### config.mk
export PLATFORM = sky130hd
export DESIGN_NAME = fda_adapter
export DESIGN_NICKNAME = d
export VERILOG_FILES = /design/src/fda_pkg.sv /design/src/fda_adapter.sv
export SDC_FILE = /design/constraint.sdc
export NUM_CORES = 1
export LEC_CHECK = 0
export ABC_AREA = 1
export BUFFER_PORTS_ARGS = -buffer_cell sky130_fd_sc_hd__buf_2
export CAP_MARGIN = 20
export CELL_PAD_IN_SITES_DETAIL_PLACEMENT = 1
export CELL_PAD_IN_SITES_GLOBAL_PLACEMENT = 2
export CORE_MARGIN = 2
export CORE_UTILIZATION = 28
export DETAILED_ROUTE_END_ITERATION = 8
export GPL_ROUTABILITY_DRIVEN = 0
export PLACE_DENSITY = 0.92
export SLEW_MARGIN = 40
export SYNTH_ARGS = -nofsm -noshare
export SYNTH_HDL_FRONTEND = slang
export SYNTH_SLANG_ARGS = --single-unit
### constraint.sdc
create_clock -name clk_sys_i -period 2.16 [get_ports clk_sys_i]
set_input_delay 0 -clock clk_sys_i [delete_from_list [all_inputs] [get_ports clk_sys_i]]
set_output_delay 0 -clock clk_sys_i [all_outputs]
set_load 0.1 [all_outputs]
### src/fda_pkg.sv
// constants, field layouts and carrier types of the diskette adapter glue logic
// assumes one synchronous clock domain; host channel pins arrive already synchronous
package fda_pkg;
   // host register byte addresses on the ten-bit channel address
   localparam int ADDR_W = 10;
   localparam logic [9:0] ADDR_DRV_CTRL = 10'h3f2;
   localparam logic [9:0] ADDR_CORE_STATUS = 10'h3f4;
   localparam logic [9:0] ADDR_CORE_DATA = 10'h3f5;

   // drive_output_control_register layout
   localparam int CTRL_SEL_LSB = 0;
   localparam int CTRL_SEL_W = 2;
   localparam int CTRL_NRST_BIT = 2;
   localparam int CTRL_EN_BIT = 3;
   localparam int CTRL_MOTOR_LSB = 4;
   localparam int CTRL_MOTOR_W = 4;
   localparam logic [7:0] CTRL_RESET = 8'h00;

   // values host software programs into the floppy_controller_core
   localparam logic [7:0] GAP_LENGTH_PARAMETER = 8'h2a;
   localparam logic [7:0] HEAD_LOAD_PARAMETER = 8'h01;
   localparam int STEP_RATE_MS = 8;
   localparam int HEAD_ENGAGE_DELAY_MS = 35;
   localparam int HEAD_SETTLE_DELAY_MS = 25;
   localparam int MOTOR_START_MS = 500;

   // which register a host access reaches
   typedef enum logic [1:0] {
      FDA_SEL_NONE = 2'b00,
      FDA_SEL_CTRL = 2'b01,
      FDA_SEL_STATUS = 2'b10,
      FDA_SEL_DATA = 2'b11
   } fda_sel_t;

   // lines toward the attached_drive, all active low
   typedef struct packed {
      logic [1:0] select_n;
      logic [1:0] motor_n;
      logic step_n;
      logic dir_n;
      logic wdata_n;
      logic wgate_n;
   } fda_drv_out_t;

   // lines from the attached_drive, all active low
   typedef struct packed {
      logic index_n;
      logic track0_n;
      logic wprot_n;
      logic rdata_n;
   } fda_drv_in_t;

   // drive status toward the core, active high
   typedef struct packed {
      logic index;
      logic track0;
      logic wprot;
      logic rdata;
   } fda_core_drv_t;

   // write and control requests toward the core
   typedef struct packed {
      logic wr;
      logic [7:0] wdata;
      logic tc;
      logic rst;
   } fda_core_req_t;
endpackage : fda_pkg
### src/fda_adapter.sv
// diskette adapter glue: host channel decode, dma and interrupt gating,
// drive output control register and drive-side line conditioning
// assumes host strobes are synchronous to clk_sys_i and the core answers reads combinationally
//
// Behaviour
// - ten address bits select the register moved on the eight-bit data bus
// - with address enable asserted, address lines are ignored entirely
// - writes are captured at the trailing rising edge of the write strobe
// - selected register drives data bus one cycle behind the active read strobe
// - dma acknowledge forces the core data register and withdraws dma request
// - terminal count with acknowledge is registered and passed to the core
// - reset aborts operation and clears the drive output control register
// - dma request drops on acknowledge or a read of the data register
// - completion interrupt raised on core completion while request enable is set, cleared by reading results
// - control register holds select code, core reset, request enable, four motors
`timescale 1ns/1ns
`default_nettype none
module fda_adapter #(
   parameter int NUM_DRIVES = 2
) (
   input wire logic clk_sys_i,
   input wire logic reset_i,
   input wire logic [fda_pkg::ADDR_W-1:0] addr_i,
   input wire logic [7:0] data_i,
   output logic [7:0] data_o,
   output logic data_oe_o,
   input wire logic address_enable_line_n_i,
   input wire logic io_write_strobe_n_i,
   input wire logic io_read_strobe_n_i,
   input wire logic dma_acknowledge_ch_n_i,
   input wire logic terminal_count_i,
   output logic dma_request_ch_o,
   output logic completion_interrupt_o,
   output fda_pkg::fda_core_req_t core_req_o,
   output logic core_rd_o,
   output logic core_a0_o,
   input wire logic [7:0] core_rdata_i,
   input wire logic core_drq_i,
   input wire logic core_int_i,
   input wire logic core_step_i,
   input wire logic core_dir_i,
   input wire logic core_wdata_i,
   input wire logic core_wgate_i,
   output fda_pkg::fda_core_drv_t core_drv_o,
   output fda_pkg::fda_drv_out_t drv_o,
   input wire fda_pkg::fda_drv_in_t drv_i
);
   import fda_pkg::*;

   typedef struct packed {
      logic [7:0] ctrl;
      fda_sel_t wr_sel;
      logic [7:0] wr_data;
      logic iow_n_d;
      logic [7:0] rd_data;
      logic rd_oe;
      logic drq_block;
      fda_core_req_t req;
      fda_drv_out_t drv;
      fda_core_drv_t din;
   } fda_state_t;

   fda_state_t state_ff;
   fda_state_t nxt_state;
   fda_sel_t sel;
   fda_sel_t rd_sel;
   logic wr_edge;
   logic req_en;
   logic [CTRL_SEL_W-1:0] drv_sel;
   logic [CTRL_MOTOR_W-1:0] motor_en;

   assign req_en = state_ff.ctrl[CTRL_EN_BIT];
   assign drv_sel = state_ff.ctrl[CTRL_SEL_LSB +: CTRL_SEL_W];
   assign motor_en = state_ff.ctrl[CTRL_MOTOR_LSB +: CTRL_MOTOR_W];

   // acknowledge overrides any address; address enable blanks the decode
   always_comb begin
      if (!dma_acknowledge_ch_n_i) begin
         sel = FDA_SEL_DATA;
      end else if (!address_enable_line_n_i) begin
         sel = FDA_SEL_NONE;
      end else if (addr_i == ADDR_DRV_CTRL) begin
         sel = FDA_SEL_CTRL;
      end else if (addr_i == ADDR_CORE_STATUS) begin
         sel = FDA_SEL_STATUS;
      end else if (addr_i == ADDR_CORE_DATA) begin
         sel = FDA_SEL_DATA;
      end else begin
         sel = FDA_SEL_NONE;
      end
   end

   assign rd_sel = io_read_strobe_n_i ? FDA_SEL_NONE : sel;
   assign wr_edge = !state_ff.iow_n_d && io_write_strobe_n_i;
   assign core_rd_o = (rd_sel == FDA_SEL_STATUS) || (rd_sel == FDA_SEL_DATA);
   assign core_a0_o = (sel == FDA_SEL_DATA);

   always_comb begin
      nxt_state = state_ff;
      nxt_state.iow_n_d = io_write_strobe_n_i;
      nxt_state.req.wr = 1'b0;
      // the address may already be gone at the trailing edge, so the target
      // and data are held from the last cycle the strobe was low
      if (!io_write_strobe_n_i) begin
         nxt_state.wr_sel = sel;
         nxt_state.wr_data = data_i;
      end
      if (wr_edge) begin
         case (state_ff.wr_sel)
            FDA_SEL_CTRL: begin
               nxt_state.ctrl = state_ff.wr_data;
            end
            FDA_SEL_DATA: begin
               nxt_state.req.wr = 1'b1;
               nxt_state.req.wdata = state_ff.wr_data;
            end
            default: begin
               // status register is read-only; other addresses are not ours
            end
         endcase
      end
      // data bus is driven from flops, one cycle behind the strobe
      nxt_state.rd_oe = (rd_sel != FDA_SEL_NONE);
      case (rd_sel)
         FDA_SEL_CTRL: nxt_state.rd_data = state_ff.ctrl;
         FDA_SEL_STATUS: nxt_state.rd_data = core_rdata_i;
         FDA_SEL_DATA: nxt_state.rd_data = core_rdata_i;
         default: nxt_state.rd_data = state_ff.rd_data;
      endcase
      // a programmed read of the data byte retires the pending request; the
      // block lasts until the core drops its own request, set winning clear
      if ((rd_sel == FDA_SEL_DATA) && dma_acknowledge_ch_n_i) begin
         nxt_state.drq_block = 1'b1;
      end else if (!core_drq_i) begin
         nxt_state.drq_block = 1'b0;
      end
      nxt_state.req.tc = terminal_count_i && !dma_acknowledge_ch_n_i;
      nxt_state.req.rst = !state_ff.ctrl[CTRL_NRST_BIT];
      nxt_state.drv.step_n = !core_step_i;
      nxt_state.drv.dir_n = !core_dir_i;
      nxt_state.drv.wdata_n = !core_wdata_i;
      nxt_state.drv.wgate_n = !core_wgate_i;
      nxt_state.din.index = !drv_i.index_n;
      nxt_state.din.track0 = !drv_i.track0_n;
      nxt_state.din.wprot = !drv_i.wprot_n;
      nxt_state.din.rdata = !drv_i.rdata_n;
      if (reset_i) begin
         nxt_state = '0;
         nxt_state.ctrl = CTRL_RESET;
         nxt_state.iow_n_d = 1'b1;
         nxt_state.req.rst = 1'b1;
         nxt_state.drv = '1;
      end
   end

   logic [NUM_DRIVES-1:0] nxt_drv_sel_n;
   logic [NUM_DRIVES-1:0] nxt_drv_motor_n;
   logic [NUM_DRIVES-1:0] drv_sel_n_ff;
   logic [NUM_DRIVES-1:0] drv_motor_n_ff;

   // per-drive select decode and motor lines; select follows the code alone,
   // keeping the motor-before-select order is left to software
   for (genvar i = 0; i < NUM_DRIVES; i++) begin : g_drive
      assign nxt_drv_sel_n[i] = reset_i ? 1'b1 : (drv_sel != CTRL_SEL_W'(i));
      assign nxt_drv_motor_n[i] = reset_i ? 1'b1 : !motor_en[i];
   end

   always_ff @(posedge clk_sys_i) begin
      state_ff <= nxt_state;
      drv_sel_n_ff <= nxt_drv_sel_n;
      drv_motor_n_ff <= nxt_drv_motor_n;
   end

   always_comb begin
      drv_o = state_ff.drv;
      drv_o.select_n = drv_sel_n_ff[1:0];
      drv_o.motor_n = drv_motor_n_ff[1:0];
   end

   assign data_o = state_ff.rd_data;
   assign data_oe_o = state_ff.rd_oe;
   // requests reach the channel only when enabled in the control register
   assign dma_request_ch_o = core_drq_i && req_en && dma_acknowledge_ch_n_i
      && !state_ff.drq_block;
   assign completion_interrupt_o = core_int_i && req_en;
   assign core_req_o = state_ff.req;
   assign core_drv_o = state_ff.din;
endmodule : fda_adapter
`default_nettype wire

==> qor.csv <==
metric;value;unit
WP data required;2.16;ns
#FFs+latches synth;52;
die width;91.6;microns
# DRC;0;
R2R depth;6;
Hold Crit Class;input port to flop;
DRT Pass-1 Iters;4;
hold slack;0.0380;ns
Buffers on Ports;78;
Routed Antenna Nets;0;
Avg Cell Area, Syn;7.70;sq um
share of post-route cells with drive strength above 1;28.3;%
Worst Setup Start Kind;flop;
number of global-route vias before repair;1978;
die height;91.6;microns
Post-CTS Setup Inserts;0;
most common cell after layout, fill and taps aside;buf_2;
clock-pin slew on the worst setup and hold paths;0.09;ns
max-cap viol count;0;
site row count;31;
outcome;finished, final reports clean;
leakage;1.28;nW
Worst Setup End Kind;output pin;
GRT Resource Usage Total;13.6;%
pwr dens;704;nW/um^2
final count of negative-setup-slack endpoints;0;
antenna violations before repair;0;
vias;1900;
CTS Hold Bufs;19;
area of the multi-input gates;779;sq um
Hold Path End;core_drv_o[1];
drt wl/cell;12.2;microns
Post-Syn Nets;322;
pre-CTS setup slack;0.842;ns
DPL Wire Length;4030;microns
Fin. Hold Viols;0;
flop2flop setup slack;0.92;ns
Worst R2R Start;state_ff[42];
I/O pin cnt;79;
Tcrit/Tclk final;62.3;%
first-pass GRT wire length;9030;microns
H-tree levels;2;
Root Buffer;clkbuf_8;
Filler cells;925;
most frequent cells in the layout;buf_2 (78), nor2_1 (59), dfxtp_1 (52);
minimum clock period;1.35;ns
CP arrival;1.35;ns
Syn Std Cell Area;2150;sq um
Hold Crit Depth;2;
VDD IR max;0.222;mV
largest net degree at the start of global routing;23;
setup ws final;0.813;ns
Starting DRT DRC Count;88;
relative slew slack;57.1;%
DP Area;2410;sq um
min-delay src;reset_i;
Unique masters post-synth;21;
CTS tree;yes;
setup_tns;0;ns
# resized after CTS;0;
Vias/cell;4.27;
Fin Clk Skew;0.00715;ns
Max clock buf depth;2;
worst slew pin tran;0.643;ns
Finished Cell Area;2670;sq um
Seq/Total Area, Yosys;48.5;%
crit path kind;flop to output pin;
Initial Util;29.3;%
synthesis warning total;0;
worst-skew pair later-pin latency;0.30;ns
FF+latch area;1040;sq um
CP Max Fanout;4;
Routed WL;5440;microns
reg2reg end;core_req_o[7];
ANT cells;0;
core footprint;7330;sq um
die area;8380;sq um
Clock Sinks;52;
Highest Clock Rate;743;MHz
GRT Residual Overflow;0;
Cells after Synth;279;
clock buffer count from CTS;5;
fin nets;389;
synthesis-to-finish area growth;24.5;%
Slew Limit Fails;0;
RSZ-0062 raised after global routing;false;
cell usage after synthesis:
| master | instances | area, sq um |
|---|---|---|
| a21oi_1 | 14 | 70.1 |
| a31oi_1 | 1 | 6.26 |
| buf_2 | 6 | 30.0 |
| buf_4 | 28 | 210 |
| buf_6 | 1 | 11.3 |
| clkbuf_1 | 3 | 11.3 |
| dfxtp_1 | 52 | 1040 |
| inv_1 | 14 | 52.6 |
| inv_2 | 3 | 11.3 |
| nand2_1 | 42 | 158 |
| nand2_2 | 2 | 12.5 |
| nand2_4 | 3 | 33.8 |
| nand3_1 | 18 | 90.1 |
| nand3_2 | 2 | 20.0 |
| nand3b_1 | 2 | 15.0 |
| nor2_1 | 59 | 221 |
| nor2_2 | 2 | 12.5 |
| nor3_1 | 1 | 5.00 |
| nor3_2 | 1 | 10.0 |
| o21ai_0 | 18 | 90.1 |
| o21ai_1 | 7 | 35.0 |
kinds of logic after synthesis:
kind of cell           after synthesis  synth area share, %
AND/OR/NAND/NOR                    132                 26.9
buffers and inverters               55                 15.2
flip-flops                          52                 48.5
AO/OA/AOI/OAI                       40                 9.38
state kept, by name, indices dropped and copies added (netlist names):
name            count
state_ff           13
core_req_o         11
data_o              8
core_drv_o          4
drv_o               4
motor_en            4
drv_motor_n_ff      2
drv_sel             2
drv_sel_n_ff        2
data_oe_o           1
req_en              1
worst max-delay path by stage:
stage	from	end	slack (ns)	depth (start not counted)
final	req_en	dma_request_ch_o	0.81	3
after global routing	req_en	dma_request_ch_o	0.72	3
after CTS	req_en	dma_request_ch_o	0.77	3
after detailed placement	reset_i	motor_en[1]	0.84	5
after global placement	reset_i	core_req_o[2]	0.91	5
after floorplan	req_en	dma_request_ch_o	0.50	2
routing by layer:
| layer | vias to the layer above | track usage (%) | part of all wire, % |
|---|---|---|---|
| li1 | 979 | - | - |
| met1 | 851 | 15.2 | 43 |
| met2 | 63 | 23.6 | 48 |
| met3 | 7 | 3.98 | 6.9 |
| met4 | 0 | 6.19 | 1.8 |
| met5 | - | 0 | 0 |
power breakdown:
group / leakage [nW] / switching (mW) / internal (mW)
sequential: 0.426 / 0.0183 / 0.993
combinational: 0.817 / 0.252 / 0.0966
clock: 0.0410 / 0.301 / 0.221
total: 1.28 / 0.572 / 1.31
final cells by class:
type                       instances  share of cell area [%]
clock buffer                       6                    2.71
clock inverter                     1                   0.187
inverter                          17                    2.39
multi-input combinational        172                    29.2
sequential                        52                    38.9
tap                               99                    4.63
timing repair buffer              98                    22.0
worst max-delay path, cell delays in order (launching register included):
cell and delay [ns]:
dfxtp_1 0.43, nand3_1 0.09, nor2_1 0.09, buf_2 0.43
through the flow:
step	total power [mW]	util, %	cells
finish	1.88	36.5	445
global route	1.99	36.5	445
CTS	1.91	36.5	445
detailed placement	1.36	32.8	419
global placement	1.35	32.8	419
floorplan	1.30	-	279
No activity file was read; power rests on OpenSTA's default activity.
